--- config.mk ---
export PLATFORM = sky130hd
export DESIGN_NAME = freq_pull_host_flat
export DESIGN_NICKNAME = d
export VERILOG_FILES = /design/src/common/freq_pull_pkg.sv /design/src/common/freq_pull_if.sv /design/src/hdl/freq_pull_host.sv /design/src/flat_wrapper.sv
export VERILOG_INCLUDE_DIRS = /design/src /design/src/common
export SDC_FILE = /design/constraint.sdc
export NUM_CORES = 1
export LEC_CHECK = 0
export BUFFER_PORTS_ARGS = -buffer_cell sky130_fd_sc_hd__buf_2
export CAP_MARGIN = 20
export CORE_MARGIN = 5
export CORE_UTILIZATION = 49
export DETAILED_ROUTE_END_ITERATION = 7
export MAX_ROUTING_LAYER = met4
export PLACE_DENSITY = 0.73
export SYNTH_ARGS = -nofsm -noshare
export SYNTH_HDL_FRONTEND = slang
export SYNTH_SLANG_ARGS = --single-unit
--- constraint.sdc ---
create_clock -name clk -period 2.7 [get_ports clk]
set_input_delay 0.135 -clock clk [delete_from_list [all_inputs] [get_ports clk]]
set_output_delay 0.135 -clock clk [all_outputs]
set_load 0.01 [all_outputs]
--- src/common/freq_pull_consts.svh ---
`ifndef FREQ_PULL_CONSTS_SVH
`define FREQ_PULL_CONSTS_SVH

// device register indices
`define REG_OFFSET_LOW       8'h00
`define REG_OFFSET_HIGH      8'h01
`define REG_PULL_SPAN        8'h02

// device field layout
`define OFFSET_WIDTH         26
`define OFFSET_HIGH_MSB      9
`define OE_BIT               10
`define SPAN_MSB             3
`define OFFSET_RESET         26'h000_0000
`define OFFSET_NEG_LIMIT     26'h200_0000
`define OFFSET_NEG_CLAMP     26'h200_0001
`define SPAN_FACTORY         4'h0

// update rate limit
`define CLK_HZ               20000000
`define UPDATE_RATE_HZ       38000
`define UPDATE_CYCLES        ((`CLK_HZ + `UPDATE_RATE_HZ - 1) / `UPDATE_RATE_HZ)

// controller register byte offsets
`define CTL_OFFSET_WORD      8'h00
`define CTL_CONTROL          8'h04
`define CTL_COMMAND          8'h08
`define CTL_STATUS           8'h0C

// controller field layout
`define CTL_OE_BIT           0
`define CTL_SPAN_LSB         4
`define CMD_SEND_OFFSET      0
`define CMD_SEND_SPAN        1
`define CMD_READ             2
`define CMD_READ_ADDR_LSB    8
`define STAT_BUSY            0
`define STAT_RDATA_LSB       16

`define RESP_OKAY            2'b00
`define RESP_SLVERR          2'b10

`endif

--- src/common/freq_pull_pkg.sv ---
`default_nettype none

package freq_pull_pkg;

	typedef logic signed [25:0] offset_word_t;
	typedef logic [3:0]         span_sel_t;
	typedef logic [15:0]        reg_word_t;
	typedef logic [7:0]         reg_addr_t;

	// gray codes along idle -> span -> low -> high -> holdoff
	typedef enum logic [2:0] {
		CTL_IDLE    = 3'b000,
		CTL_SPAN    = 3'b001,
		CTL_LOW     = 3'b011,
		CTL_HIGH    = 3'b010,
		CTL_HOLDOFF = 3'b110,
		CTL_READ    = 3'b100
	} ctl_state_t;

endpackage : freq_pull_pkg

`default_nettype wire

--- src/common/freq_pull_if.sv ---
`default_nettype none

interface freq_pull_if;
	logic                      req;
	logic                      write;
	freq_pull_pkg::reg_addr_t  addr;
	freq_pull_pkg::reg_word_t  wrData;
	freq_pull_pkg::reg_word_t  rdData;
	logic                      ack;

	modport device (
		input  req,
		input  write,
		input  addr,
		input  wrData,
		output rdData,
		output ack
	);

	modport host (
		output req,
		output write,
		output addr,
		output wrData,
		input  rdData,
		input  ack
	);
endinterface : freq_pull_if

`default_nettype wire

--- src/hdl/freq_pull_host.sv ---
`include "freq_pull_consts.svh"
`default_nettype none

module freq_pull_host (
	// clock and reset
	input  wire logic         clk,
	input  wire logic         resetn,
	// software register port
	input  wire logic [7:0]   s_axi_awaddr,
	input  wire logic         s_axi_awvalid,
	output logic              s_axi_awready,
	input  wire logic [31:0]  s_axi_wdata,
	input  wire logic [3:0]   s_axi_wstrb,
	input  wire logic         s_axi_wvalid,
	output logic              s_axi_wready,
	output logic [1:0]        s_axi_bresp,
	output logic              s_axi_bvalid,
	input  wire logic         s_axi_bready,
	input  wire logic [7:0]   s_axi_araddr,
	input  wire logic         s_axi_arvalid,
	output logic              s_axi_arready,
	output logic [31:0]       s_axi_rdata,
	output logic [1:0]        s_axi_rresp,
	output logic              s_axi_rvalid,
	input  wire logic         s_axi_rready,
	// device side
	freq_pull_if.host         dev
);

	localparam logic [9:0] UPDATE_GAP = 10'(`UPDATE_CYCLES);

	function automatic logic [31:0] mergeBytes(
		input logic [31:0] old,
		input logic [31:0] nw,
		input logic [3:0]  strb
	);
		for (int i = 0; i < 4; i++) begin
			mergeBytes[i*8 +: 8] = strb[i] ? nw[i*8 +: 8] : old[i*8 +: 8];
		end
	endfunction : mergeBytes

	logic                       awTaken_q;
	logic                       wTaken_q;
	logic [7:0]                 awAddr_q;
	logic [31:0]                wData_q;
	logic [3:0]                 wStrb_q;
	logic                       bvalid_q;
	logic [1:0]                 bresp_q;
	logic                       rvalid_q;
	logic [31:0]                rdata_q;
	logic [1:0]                 rresp_q;
	logic [25:0]                word_q;
	logic                       oe_q;
	freq_pull_pkg::span_sel_t   span_q;
	freq_pull_pkg::ctl_state_t  state_q;
	logic                       offPend_q;
	logic [9:0]                 hold_q;
	logic                       req_q;
	logic                       write_q;
	freq_pull_pkg::reg_addr_t   addr_q;
	freq_pull_pkg::reg_word_t   wr_q;
	freq_pull_pkg::reg_word_t   lastRead_q;
	logic                       doWrite;
	logic                       goCmd;
	logic [31:0]                cmdBits;

	assign s_axi_awready = !awTaken_q && !bvalid_q;
	assign s_axi_wready  = !wTaken_q && !bvalid_q;
	assign s_axi_arready = !rvalid_q;
	assign doWrite       = awTaken_q && wTaken_q && !bvalid_q;
	assign cmdBits       = mergeBytes(32'h0000_0000, wData_q, wStrb_q);
	// commands while busy are dropped
	assign goCmd         = doWrite && (awAddr_q == `CTL_COMMAND) && (state_q == freq_pull_pkg::CTL_IDLE);

	always_ff @(posedge clk or negedge resetn) begin
		if (!resetn) begin
			awTaken_q <= 1'b0;
			wTaken_q  <= 1'b0;
			awAddr_q  <= 8'h00;
			wData_q   <= 32'h0000_0000;
			wStrb_q   <= 4'h0;
			bvalid_q  <= 1'b0;
			bresp_q   <= `RESP_OKAY;
		end else begin
			if (s_axi_awvalid && s_axi_awready) begin
				awTaken_q <= 1'b1;
				awAddr_q  <= s_axi_awaddr;
			end
			if (s_axi_wvalid && s_axi_wready) begin
				wTaken_q <= 1'b1;
				wData_q  <= s_axi_wdata;
				wStrb_q  <= s_axi_wstrb;
			end
			if (doWrite) begin
				awTaken_q <= 1'b0;
				wTaken_q  <= 1'b0;
				bvalid_q  <= 1'b1;
				bresp_q   <= (awAddr_q[7:4] == 4'h0 && awAddr_q[1:0] == 2'b00) ? `RESP_OKAY : `RESP_SLVERR;
			end else if (bvalid_q && s_axi_bready) begin
				bvalid_q <= 1'b0;
			end
		end
	end

	always_ff @(posedge clk or negedge resetn) begin
		if (!resetn) begin
			word_q <= 26'h000_0000;
			oe_q   <= 1'b0;
			span_q <= `SPAN_FACTORY;
		end else if (doWrite) begin
			if (awAddr_q == `CTL_OFFSET_WORD) begin
				word_q <= 26'(mergeBytes({6'h00, word_q}, wData_q, wStrb_q));
			end
			if (awAddr_q == `CTL_CONTROL && wStrb_q[0]) begin
				oe_q   <= wData_q[`CTL_OE_BIT];
				span_q <= wData_q[`CTL_SPAN_LSB +: 4];
			end
		end
	end

	always_ff @(posedge clk or negedge resetn) begin
		if (!resetn) begin
			rvalid_q <= 1'b0;
			rdata_q  <= 32'h0000_0000;
			rresp_q  <= `RESP_OKAY;
		end else if (s_axi_arvalid && s_axi_arready) begin
			rvalid_q <= 1'b1;
			rresp_q  <= `RESP_OKAY;
			case (s_axi_araddr)
				`CTL_OFFSET_WORD: rdata_q <= {6'h00, word_q};
				`CTL_CONTROL:     rdata_q <= {24'h00_0000, span_q, 3'h0, oe_q};
				`CTL_COMMAND:     rdata_q <= 32'h0000_0000;
				`CTL_STATUS:      rdata_q <= {lastRead_q, 15'h0000, state_q != freq_pull_pkg::CTL_IDLE};
				default: begin
					rdata_q <= 32'h0000_0000;
					rresp_q <= `RESP_SLVERR;
				end
			endcase
		end else if (rvalid_q && s_axi_rready) begin
			rvalid_q <= 1'b0;
		end
	end

	// sequencer: span, low half, high half, then hold off
	always_ff @(posedge clk or negedge resetn) begin
		if (!resetn) begin
			state_q    <= freq_pull_pkg::CTL_IDLE;
			offPend_q  <= 1'b0;
			hold_q     <= 10'h000;
			req_q      <= 1'b0;
			write_q    <= 1'b0;
			addr_q     <= 8'h00;
			wr_q       <= 16'h0000;
			lastRead_q <= 16'h0000;
		end else begin
			case (state_q)
				freq_pull_pkg::CTL_IDLE: begin
					if (goCmd && cmdBits[`CMD_SEND_SPAN]) begin
						offPend_q <= cmdBits[`CMD_SEND_OFFSET];
						req_q     <= 1'b1;
						write_q   <= 1'b1;
						addr_q    <= `REG_PULL_SPAN;
						wr_q      <= {12'h000, span_q};
						state_q   <= freq_pull_pkg::CTL_SPAN;
					end else if (goCmd && cmdBits[`CMD_SEND_OFFSET]) begin
						req_q   <= 1'b1;
						write_q <= 1'b1;
						addr_q  <= `REG_OFFSET_LOW;
						wr_q    <= word_q[15:0];
						state_q <= freq_pull_pkg::CTL_LOW;
					end else if (goCmd && cmdBits[`CMD_READ]) begin
						req_q   <= 1'b1;
						write_q <= 1'b0;
						addr_q  <= {6'h00, cmdBits[`CMD_READ_ADDR_LSB +: 2]};
						state_q <= freq_pull_pkg::CTL_READ;
					end
				end
				freq_pull_pkg::CTL_SPAN: begin
					if (dev.ack) begin
						if (offPend_q) begin
							addr_q  <= `REG_OFFSET_LOW;
							wr_q    <= word_q[15:0];
							state_q <= freq_pull_pkg::CTL_LOW;
						end else begin
							req_q   <= 1'b0;
							state_q <= freq_pull_pkg::CTL_IDLE;
						end
					end
				end
				freq_pull_pkg::CTL_LOW: begin
					if (dev.ack) begin
						addr_q  <= `REG_OFFSET_HIGH;
						wr_q    <= {5'h00, oe_q, word_q[25:16]};
						state_q <= freq_pull_pkg::CTL_HIGH;
					end
				end
				freq_pull_pkg::CTL_HIGH: begin
					if (dev.ack) begin
						req_q     <= 1'b0;
						offPend_q <= 1'b0;
						hold_q    <= UPDATE_GAP - 10'h001;
						state_q   <= freq_pull_pkg::CTL_HOLDOFF;
					end
				end
				freq_pull_pkg::CTL_HOLDOFF: begin
					if (hold_q == 10'h000) begin
						state_q <= freq_pull_pkg::CTL_IDLE;
					end else begin
						hold_q <= hold_q - 10'h001;
					end
				end
				freq_pull_pkg::CTL_READ: begin
					if (dev.ack) begin
						req_q      <= 1'b0;
						lastRead_q <= dev.rdData;
						state_q    <= freq_pull_pkg::CTL_IDLE;
					end
				end
				default: begin
					req_q   <= 1'b0;
					state_q <= freq_pull_pkg::CTL_IDLE;
				end
			endcase
		end
	end

	assign s_axi_bvalid = bvalid_q;
	assign s_axi_bresp  = bresp_q;
	assign s_axi_rvalid = rvalid_q;
	assign s_axi_rdata  = rdata_q;
	assign s_axi_rresp  = rresp_q;
	assign dev.req      = req_q;
	assign dev.write    = write_q;
	assign dev.addr     = addr_q;
	assign dev.wrData   = wr_q;

endmodule : freq_pull_host

`default_nettype wire

--- src/flat_wrapper.sv ---
// flat-port wrapper written by rule: the top's interface ports become plain ports
module freq_pull_host_flat 
  (clk, resetn, s_axi_awaddr, s_axi_awvalid, s_axi_awready, s_axi_wdata, s_axi_wstrb, s_axi_wvalid, s_axi_wready, s_axi_bresp, s_axi_bvalid, s_axi_bready, s_axi_araddr, s_axi_arvalid, s_axi_arready, s_axi_rdata, s_axi_rresp, s_axi_rvalid, s_axi_rready, dev_req, dev_write, dev_addr, dev_wrData, dev_rdData, dev_ack);
  freq_pull_if dev_i ();
  input  wire logic clk;
  input  wire logic resetn;
  input  wire logic [7:0] s_axi_awaddr;
  input  wire logic s_axi_awvalid;
  output logic s_axi_awready;
  input  wire logic [31:0] s_axi_wdata;
  input  wire logic [3:0] s_axi_wstrb;
  input  wire logic s_axi_wvalid;
  output logic s_axi_wready;
  output logic [1:0] s_axi_bresp;
  output logic s_axi_bvalid;
  input  wire logic s_axi_bready;
  input  wire logic [7:0] s_axi_araddr;
  input  wire logic s_axi_arvalid;
  output logic s_axi_arready;
  output logic [31:0] s_axi_rdata;
  output logic [1:0] s_axi_rresp;
  output logic s_axi_rvalid;
  input  wire logic s_axi_rready;
  output wire logic [$bits(dev_i.req)-1:0] dev_req;
  output wire logic [$bits(dev_i.write)-1:0] dev_write;
  output wire logic [$bits(dev_i.addr)-1:0] dev_addr;
  output wire logic [$bits(dev_i.wrData)-1:0] dev_wrData;
  input wire logic [$bits(dev_i.rdData)-1:0] dev_rdData;
  input wire logic [$bits(dev_i.ack)-1:0] dev_ack;
  assign dev_req = dev_i.req;
  assign dev_write = dev_i.write;
  assign dev_addr = dev_i.addr;
  assign dev_wrData = dev_i.wrData;
  assign dev_i.rdData = dev_rdData;
  assign dev_i.ack = dev_ack;
  freq_pull_host u_core (.clk(clk), .resetn(resetn), .s_axi_awaddr(s_axi_awaddr), .s_axi_awvalid(s_axi_awvalid), .s_axi_awready(s_axi_awready), .s_axi_wdata(s_axi_wdata), .s_axi_wstrb(s_axi_wstrb), .s_axi_wvalid(s_axi_wvalid), .s_axi_wready(s_axi_wready), .s_axi_bresp(s_axi_bresp), .s_axi_bvalid(s_axi_bvalid), .s_axi_bready(s_axi_bready), .s_axi_araddr(s_axi_araddr), .s_axi_arvalid(s_axi_arvalid), .s_axi_arready(s_axi_arready), .s_axi_rdata(s_axi_rdata), .s_axi_rresp(s_axi_rresp), .s_axi_rvalid(s_axi_rvalid), .s_axi_rready(s_axi_rready), .dev(dev_i));
endmodule
=== After elaboration in Yosys (flattened, before gate mapping) ===
Cells that the tools add are included.
W data, S select, Z words.

* Word-level logic and storage cells: 150
* Output and inout port bits: 67
* Bits in registers: 165
* Input port bits: 76

* Bitwise operators: 1
* Add/subtract/negate cells: 1
* Equal/unequal tests: 22
* Mux-type cells: 51
* Reduce and logical (&&, ||, !) cells: 51

{| class="wikitable"
|+ Operators with widths
! operator !! count
|-
| $pmux W32 S3 || 1
|-
| $mux W16 || 5
|-
| $mux W8 || 6
|-
| $pmux W16 S3 || 1
|-
| $mux W3 || 9
|-
| $eq A8 B4 Y1 const B || 3
|-
| $pmux W8 S3 || 1
|-
| $mux W10 || 2
|-
| $pmux W10 S2 || 1
|-
| $mux W1 || 18
|-
| $pmux W3 S6 || 1
|-
| $reduce_and A3 Y1 || 6
|-
| $eq A8 B3 Y1 const B || 2
|-
| $logic_and A1 B1 Y1 || 16
|-
| $logic_not A8 Y1 || 2
|-
| $reduce_and A5 Y1 || 3
|-
| $ne A2 B2 Y1 const B || 7
|-
| $reduce_bool A2 Y1 || 6
|-
| $logic_not A10 Y1 || 1
|-
| $sub A10 B1 Y10 const B || 1
|-
| $reduce_bool A3 Y1 || 3
|-
| $mux W2 || 4
|-
| $eq A3 B2 Y1 const B || 2
|-
| $eq A3 B3 Y1 const B || 2
|-
| 15 further kinds || 23
|}

=== Logic depth before layout (Yosys ltp) ===
Gate-level depths: netlist (run 1).

* Word-level depth: 9
* Gate-level depth with buffers: 7
* Gate-level depth less buffers: 7

=== Least setup slack after synthesis (run 1) ===
OpenSTA, ideal clock, no wires.

* Path kind: reg-to-reg
* Start: register u_core.bvalid_q, in the netlist u_core.s_axi_bvalid
* End: register u_core.word_q[0]
* Stages on the path, launching flop included: 7
* Buffers on the path: 1
* Data required time: 2575 ps
* Slack: 629 ps
* Arrival: 1947 ps
* Period minus slack after synthesis: 2071 ps
* Setup time: 125 ps
* Path through: dfrtp_1 nand3b_4 or4b_1 buf_6 nor3_4 nand2_2 mux2_2

* Word-level cells in the longest chain between the ends: 3

{| class="wikitable"
|+ Ends and longest elaborated chain
! element !! RTL line !! source
|-
| start, declared || freq_pull_host.sv:47 || <nowiki>logic bvalid_q;</nowiki>
|-
| start signal, assigned || freq_pull_host.sv:82 || <nowiki>bvalid_q <= 1'b0;</nowiki>
|-
| start signal, assigned || freq_pull_host.sv:97 || <nowiki>bvalid_q <= 1'b1;</nowiki>
|-
| start signal, assigned || freq_pull_host.sv:100 || <nowiki>bvalid_q <= 1'b0;</nowiki>
|-
| $logic_not A1 Y1 || freq_pull_host.sv:70 || <nowiki>assign doWrite = awTaken_q && wTaken_q && !bvalid_q;</nowiki>
|-
| $logic_and A1 B1 Y1 || freq_pull_host.sv:70 ||
|-
| $reduce_and A3 Y1 (no line) || - ||
|-
| end signal, assigned || freq_pull_host.sv:112 || <nowiki>word_q <= 26'(mergeBytes({6'h00, word_q}, wData_q, wStrb_q));</nowiki>
|-
| end, declared || freq_pull_host.sv:52 || <nowiki>logic [25:0] word_q;</nowiki>
|}

No other way between the ends.
A chain may end at the register's enable or synchronous reset.

=== Worst setup path in the final report (run 1) ===
* Start: register u_core.awAddr_q[5]
* End: register u_core.wr_q[12], in the netlist u_core.dev.wrData[12]

* Word-level cells in the longest chain between the ends: 6
* Elaborated cells between the ends (all ways): 9
* Those cells by class: eq/ne: 2; mux: 2; reduce/logical: 5

{| class="wikitable"
|+ Ends and longest elaborated chain
! element !! RTL line !! source
|-
| start, declared || freq_pull_host.sv:44 || <nowiki>logic [7:0] awAddr_q;</nowiki>
|-
| start signal, assigned || freq_pull_host.sv:87 || <nowiki>awAddr_q <= s_axi_awaddr;</nowiki>
|-
| $eq A8 B4 Y1 (no line) * || - ||
|-
| $logic_and A1 B1 Y1 * (2 in a row) || freq_pull_host.sv:73 || <nowiki>assign goCmd = doWrite && (awAddr_q == `CTL_COMMAND) && (state_q == freq_pull_pkg::CTL_IDLE);</nowiki>
|-
| $logic_and A1 B1 Y1, on equally long branches || freq_pull_host.sv:165, freq_pull_host.sv:158 ||
|-
| $ne A3 B3 Y1 (no line) or $mux W16 (tied branches) || - ||
|-
| $reduce_and A5 Y1 (no line) or $pmux W16 S3 (tied branches) || - ||
|-
| end signal, assigned || freq_pull_host.sv:163 || <nowiki>wr_q <= {12'h000, span_q};</nowiki>
|-
| end signal, assigned || freq_pull_host.sv:169 || <nowiki>wr_q <= word_q[15:0];</nowiki>
|-
| end signal, assigned || freq_pull_host.sv:182 || <nowiki>wr_q <= word_q[15:0];</nowiki>
|-
| end, declared || freq_pull_host.sv:61 || <nowiki>freq_pull_pkg::reg_word_t wr_q;</nowiki>
|}

Mark *: on every way between the ends. The rest lies on a longest branch, timed or not.

==> results of run 1 <==
[per-layer routing]
metal	track usage [%]	up-vias
met4	7.82	0
li1	-	2334
met2	34.2	149
met1	28.0	2524
met3	4.51	32
met5	-	-
[repair_timing]
item                                    4_1_cts  5_1_grt
endpoints found under the setup margin        0        1
hold buffers                                 57        0
gates resized for setup                       0        1
endpoints found under the hold margin       140        0
[logic make-up after synthesis]
kind of cell,share of synthesized area (%)
compound gates,11.8
mux,15.6
simple gates,10.0
other cells,0.0556
flops,58.3
xor+xnor,0.780
fa+ha+maj,0.371
buf+inv,3.08
[worst max path at each step]
stage | start | to | slack, ps | depth (start not counted)
6_report | u_core.awAddr_q[5]$_DFFE_PN0P_ | u_core.dev.wrData[12]$_DFFE_PN0P_ | 360 | 6
4_1_cts | u_core.awAddr_q[5]$_DFFE_PN0P_ | u_core.dev.wrData[12]$_DFFE_PN0P_ | 170 | 6
5_1_grt | u_core.awAddr_q[5]$_DFFE_PN0P_ | u_core.dev.wrData[12]$_DFFE_PN0P_ | 190 | 6
2_1_floorplan | u_core.s_axi_bvalid$_DFFE_PN0P_ | u_core.word_q[0]$_DFFE_PN0P_ | 630 | 6
3_5_place_dp | u_core.awAddr_q[5]$_DFFE_PN0P_ | u_core.word_q[2]$_DFFE_PN0P_ | 190 | 5
3_3_place_gp | u_core.awAddr_q[5]$_DFFE_PN0P_ | u_core.word_q[2]$_DFFE_PN0P_ | 250 | 5
[layout make-up]
type	instances	area (µm²)
clock inverter	10	88.8
timing repair buffer	197	1320
multi-input combinational	348	2640
inverter	9	33.8
clock buffer	22	484
fill	1019	4630
tap	176	220
sequential	157	3930
[placed cells by master, fill, tap and decap left out, types with 3 or more instances in the layout]
cell,n
dfrtp_1,157
buf_2,127
mux2_2,89
dlygate4sd3_1,57
nand2_1,39
nor2_1,28
o21ai_0,23
a22oi_1,19
a22o_1,17
clkbuf_16,17
a21oi_1,13
o31ai_1,12
buf_4,11
inv_1,9
nor3_1,9
o2bb2ai_1,9
conb_1,8
nor2b_1,7
nand3_1,7
or3_1,6
nand4_1,5
xor2_1,5
a221oi_1,5
mux2i_1,5
clkbuf_8,4
clkinv_2,4
clkinvlp_4,4
or2_2,3
nand2_2,3
[worst max-delay path, delay by kind of cell, from the launching register on]
kind	cells	cell delay, ps
compound gates	2	520
buf+inv	1	290
simple gates	3	1060
flops	1	380
[cells in the mapped netlist (3+ instances only)]
library cell	n	share of area, %
a21oi_1	13	0.97
a221oi_1	5	0.65
a22o_1	17	2.2
a22oi_1	19	2.1
buf_4	9	1.0
clkbuf_1	19	1.1
dfrtp_1	157	58
inv_1	9	0.50
mux2_2	89	15
mux2i_1	5	0.74
nand2_1	39	2.2
nand2_2	3	0.28
nand3_1	7	0.52
nand4_1	5	0.46
nor2_1	28	1.6
nor2b_1	8	0.74
nor3_1	9	0.67
nor4_1	3	0.28
o21ai_0	23	1.7
o2bb2ai_1	9	1.2
o31ai_1	12	1.3
or2_2	3	0.28
or3_1	6	0.56
xor2_1	5	0.65
[per-stage QoR]
step	worst slack, ps	hold WS (ps)	power (mW)
5_1_grt	193	102	7.53
6_report	359	100	7.14
2_1_floorplan	629	-161	4.33
4_1_cts	169	80.2	7.16
3_5_place_dp	190	254	4.81
3_3_place_gp	249	248	4.71
[flip-flops by register name, summed over array words and instances (netlist names), 3 cells and up]
register / cells
u_core.dev.wrData: 16
u_core.lastRead_q: 16
u_core.wStrb_q: 4
u_core.state_q: 3
u_core.word_q: 26
u_core.wData_q: 26
u_core.s_axi_rdata: 32
u_core.hold_q: 10
u_core.awAddr_q: 8
u_core.span_q: 4
[power by group]
group | switching, mW | internal (mW) | total [mW] | leakage, nW
Combinational | 0.699 | 0.793 | 1.49 | 1.83
Sequential | 0.467 | 2.88 | 3.35 | 2.02
Clock | 0.936 | 1.36 | 2.30 | 0.274
==> flow_metrics.tcl, run 1 <==
set metrics [dict create \
    grt_start_max_net_pins 87 \
    routabilityCongestion 0.816 \
    grt_pass1_vias 5125 \
    max_slew.worst_pin.slew_ps 836 \
    final_area_mm2 0.00872 \
    startpoint_type "flip-flop" \
    start_util_pct 50.5 \
    final_hold_viol_count 0 \
    clock_skew_ps 8.09 \
    maxSlewHeadroom_pct 44.0 \
    setup_tns_ps 0 \
    maxUsedRoutingLayer "met4" \
    ir_drop_mv 0.626 \
    ys_async_sr_fraction_pct 100 \
    viasPerCell 5.48 \
    grt_first_pass_wirelength_um 26800 \
    wl_per_cell_um 18.0 \
    grt_overflow_total 0 \
    cts_tree "done" \
    ios 143 \
    grtUsageTotal_pct 21.7 \
    fin_crit_sh_pct 86.7 \
    place_inst 830 \
    core_area_mm2 0.0133 \
    drt-met1-wl_um 7310 \
    path_clk_slew_ps 60 \
    drv_slew 0 \
    power.density_mw_per_mm2 819 \
    r2r-end "u_core.dev.wrData[12]$_DFFE_PN0P_" \
    post_synth.cell_area_avg_um2 12.5 \
    drv_cap 0 \
    clock_latency_ps 430 \
    n_antenna_cell 0 \
    fin_crit_ps 2340 \
    worstPathArrival_ps 2680 \
    cpPeakStageDelay_ps 630 \
    vias 5039 \
    dp_hpwl_um 11700 \
    yosysSeqAreaShare_pct 58.3 \
    r2r_slack_ps 360 \
    antenna_found_initial 0 \
    syn_inst 540 \
    endpoint_kind "flip-flop" \
    wl_um 16500 \
    syn_to_final_growth_pct 29.3 \
    hold_path_class "in -> reg" \
    status "completed" \
    min_from "s_axi_wvalid" \
    yosysWarningCount 0 \
    drive_gt1_share_pct 37.1 \
    critPathMaxFanout 19 \
    r2r-start "u_core.awAddr_q[5]$_DFFE_PN0P_" \
    rsz0062_at_grt "no" \
    wl_met2_um 8030 \
    route.detailed.drc 0 \
    fin_util_pct 65.3 \
    synth-seq-cells 157 \
    post_cts_buffers 0 \
    die_area_mm2 0.0162 \
    wl_met3_um 798 \
    setup_viol 0 \
    synthFlopType "dfrtp_1" \
    required_ps 3030 \
    crit_type "reg -> reg" \
    ant_nets 0 \
    path_cells "nor4_1 > or4b_4 > o31ai_4 > buf_4 > nand2_1 > o2bb2ai_1" \
    drt_iter0_drc 357 \
    hold_depth 3 \
    dieHeight_um 127 \
    syn_area_mm2 0.00674 \
    total_leakage_power_nw 4.12 \
    clock-sinks 157 \
    hold-path-endpoint "u_core.wTaken_q$_DFFE_PN0P_" \
    fp.dieW_um 127 \
    cts.path.max_buffers 2 \
    fmax_mhz 427 \
    synth_cell_types 53 \
    final_nets 808 \
    dpl_cell_area_mm2 0.00757 \
    numCtsBuffers 17 \
    rows 42 \
    cts_root_buf "clkbuf_16" \
    first_pass_iters 5 \
    synth_edf_count 0 \
    worstRegToRegCells 6 \
    cpMaxStageDelayCell "or4b_4" \
    ctsHtreeMaxLevel 4 \
    port_buffers 128 \
    layoutNonFillerInstCount 919 \
]
Note: power is estimated with default switching activity, not from simulation.
==> run 2, diff against run 1 <==
--- a/config.mk
+++ b/config.mk
@@ -11,6 +11,7 @@
 export CORE_MARGIN = 5
 export CORE_UTILIZATION = 49
 export DETAILED_ROUTE_END_ITERATION = 7
+export GPL_TIMING_DRIVEN = 0
 export MAX_ROUTING_LAYER = met4
 export PLACE_DENSITY = 0.73
 export SYNTH_ARGS = -nofsm -noshare
==> flow_metrics.tcl, run 2 (same netlist as run 1, synthesis figures left out) <==
set metrics [dict create \
    vias 5144 \
    seq_area_mm2 0.00393 \
    drt_iter0_drc 465 \
    ctsHtreeMaxLevel 4 \
    cpMaxStageDelayCell "or4b_1" \
    critPathMaxFanout 10 \
    wl_per_cell_um 18.0 \
    viasPerCell 5.47 \
    worstRegToRegCells 6 \
    power.density_mw_per_mm2 818 \
    cpPeakStageDelay_ps 490 \
    grtUsageTotal_pct 22.1 \
    required_ps 3000 \
    routabilityCongestion 0.830 \
    path_clk_slew_ps 60 \
    multi_input_area_mm2 0.00263 \
    n_antenna_cell 0 \
    r2r-start "u_core.awAddr_q[5]$_DFFE_PN0P_" \
    min_from "s_axi_wvalid" \
    ir_drop_mv 0.445 \
    fin_crit_sh_pct 86.9 \
    maxSlewHeadroom_pct 46.6 \
    final_nets 829 \
    drive_gt1_share_pct 35.5 \
    cts_tree "done" \
    cts_root_buf "clkbuf_16" \
    grt_start_max_net_pins 89 \
    ios 143 \
    die_area_mm2 0.0162 \
    max_slew.worst_pin.slew_ps 798 \
    start_util_pct 50.5 \
    fin_util_pct 65.9 \
    grt_first_pass_wirelength_um 27200 \
    r2r-end "u_core.dev.wrData[15]$_DFFE_PN0P_" \
    clock_skew_ps 6.36 \
    clock_latency_ps 420 \
    final_hold_viol_count 0 \
    first_pass_iters 5 \
    path_delay_family "simple AND/OR/NAND/NOR gates" \
    dpl_cell_area_mm2 0.00766 \
    syn_to_final_growth_pct 30.5 \
    status "completed" \
    core_area_mm2 0.0133 \
    startpoint_type "flip-flop" \
    drv_cap 0 \
    crit_buf_inv 1 \
    fmax_mhz 426 \
    antenna_found_initial 0 \
    rows 42 \
    r2r_slack_ps 350 \
    final_area_mm2 0.00880 \
    grt_pass1_vias 5230 \
    p_total_mw 7.19 \
    worstPathArrival_ps 2650 \
    most-common-layout-cells "157 x dfrtp_1, 127 x buf_2, 89 x mux2_2" \
    hold-path-endpoint "u_core.wTaken_q$_DFFE_PN0P_" \
    endpoint_kind "flip-flop" \
    dieHeight_um 127 \
    rsz0062_at_grt "no" \
    grt_overflow_total 0 \
    crit_type "reg -> reg" \
    hold_path_class "in -> reg" \
    place_inst 851 \
    fin_crit_ps 2350 \
    path_cells "nor4_1 > or4b_1 > buf_6 > nor3_2 > or2_2 > o2bb2ai_1" \
    final_common_cell "dfrtp_1" \
    holdWs_ps 78.8 \
    fp.dieW_um 127 \
    port_buffers 127 \
    cts.path.max_buffers 2 \
    ant_nets 0 \
    dp_hpwl_um 12200 \
    fillers 1013 \
    largest_reg_flops 32 \
    route.detailed.drc 0 \
    layoutNonFillerInstCount 940 \
    setup_viol 0 \
    wl_um 16900 \
    drv_slew 0 \
    numCtsBuffers 17 \
    place_ws_ps 370 \
    setup_slack_ps 353 \
    hold_depth 3 \
    total_leakage_power_nw 4.15 \
    clock-sinks 157 \
    setup_tns_ps 0 \
]
run 2: changes by cell type in the layout (fill, tap and decap cells not counted), moves of 2 or more:
cell and delta:
buf_6 +2, buf_4 -2, buf_1 +2, clkbuf_8 -3, clkbuf_1 +21
run 2: report_power, final:
part / switching, mW / internal (mW)
Sequential: 0.470 / 2.88
Combinational: 0.730 / 0.799
Clock: 0.931 / 1.38
Total: 2.13 / 5.06
run 2: layer usage:
layer	global-route usage (%)	routed length, µm
met5	-	0
met2	35.4	8220
met1	28.4	7470
met3	4.38	818
met4	7.51	370
run 2: worst max-delay path by stage:
stage / slack [ps] / start / end / depth (start not counted)
after CTS: 350 / u_core.awAddr_q[5]$_DFFE_PN0P_ / u_core.word_q[23]$_DFFE_PN0P_ / 6
after detailed placement: 370 / u_core.awAddr_q[5]$_DFFE_PN0P_ / u_core.word_q[12]$_DFFE_PN0P_ / 6
final: 350 / u_core.awAddr_q[5]$_DFFE_PN0P_ / u_core.dev.wrData[15]$_DFFE_PN0P_ / 6
after global placement: -720 / resetn / u_core.wData_q[13]$_DFFE_PN0P_ / 1
after global routing: 200 / u_core.state_q[1]$_DFFE_PN0P_ / u_core.dev.addr[0]$_DFFE_PN0P_ / 5
after floorplan: 630 / u_core.s_axi_bvalid$_DFFE_PN0P_ / u_core.word_q[0]$_DFFE_PN0P_ / 6
run 2: worst min-delay path: cells and delay by family:
kind,cells,cell delay (ps)
compound gates,1,120
buf+inv,1,70
simple gates,1,140
run 2: layout make-up:
| class | instances | share of cell area, % |
|---|---|---|
| Sequential cell | 157 | 44.7 |
| Multi-Input combinational cell | 348 | 29.9 |
| Inverter | 9 | 0.384 |
| Buffer | 33 | 1.98 |
| Timing Repair Buffer | 185 | 14.1 |
| Clock inverter | 11 | 1.35 |
| Tap cell | 176 | 2.50 |
| Clock buffer | 21 | 5.12 |
run 2: repair_timing:
| item | in CTS | in global routing |
|---|---|---|
| resized for setup | 0 | 0 |
| endpoints found under the hold margin | 125 | 0 |
| setup buffers | 0 | 0 |
| hold buffers | 57 | 0 |
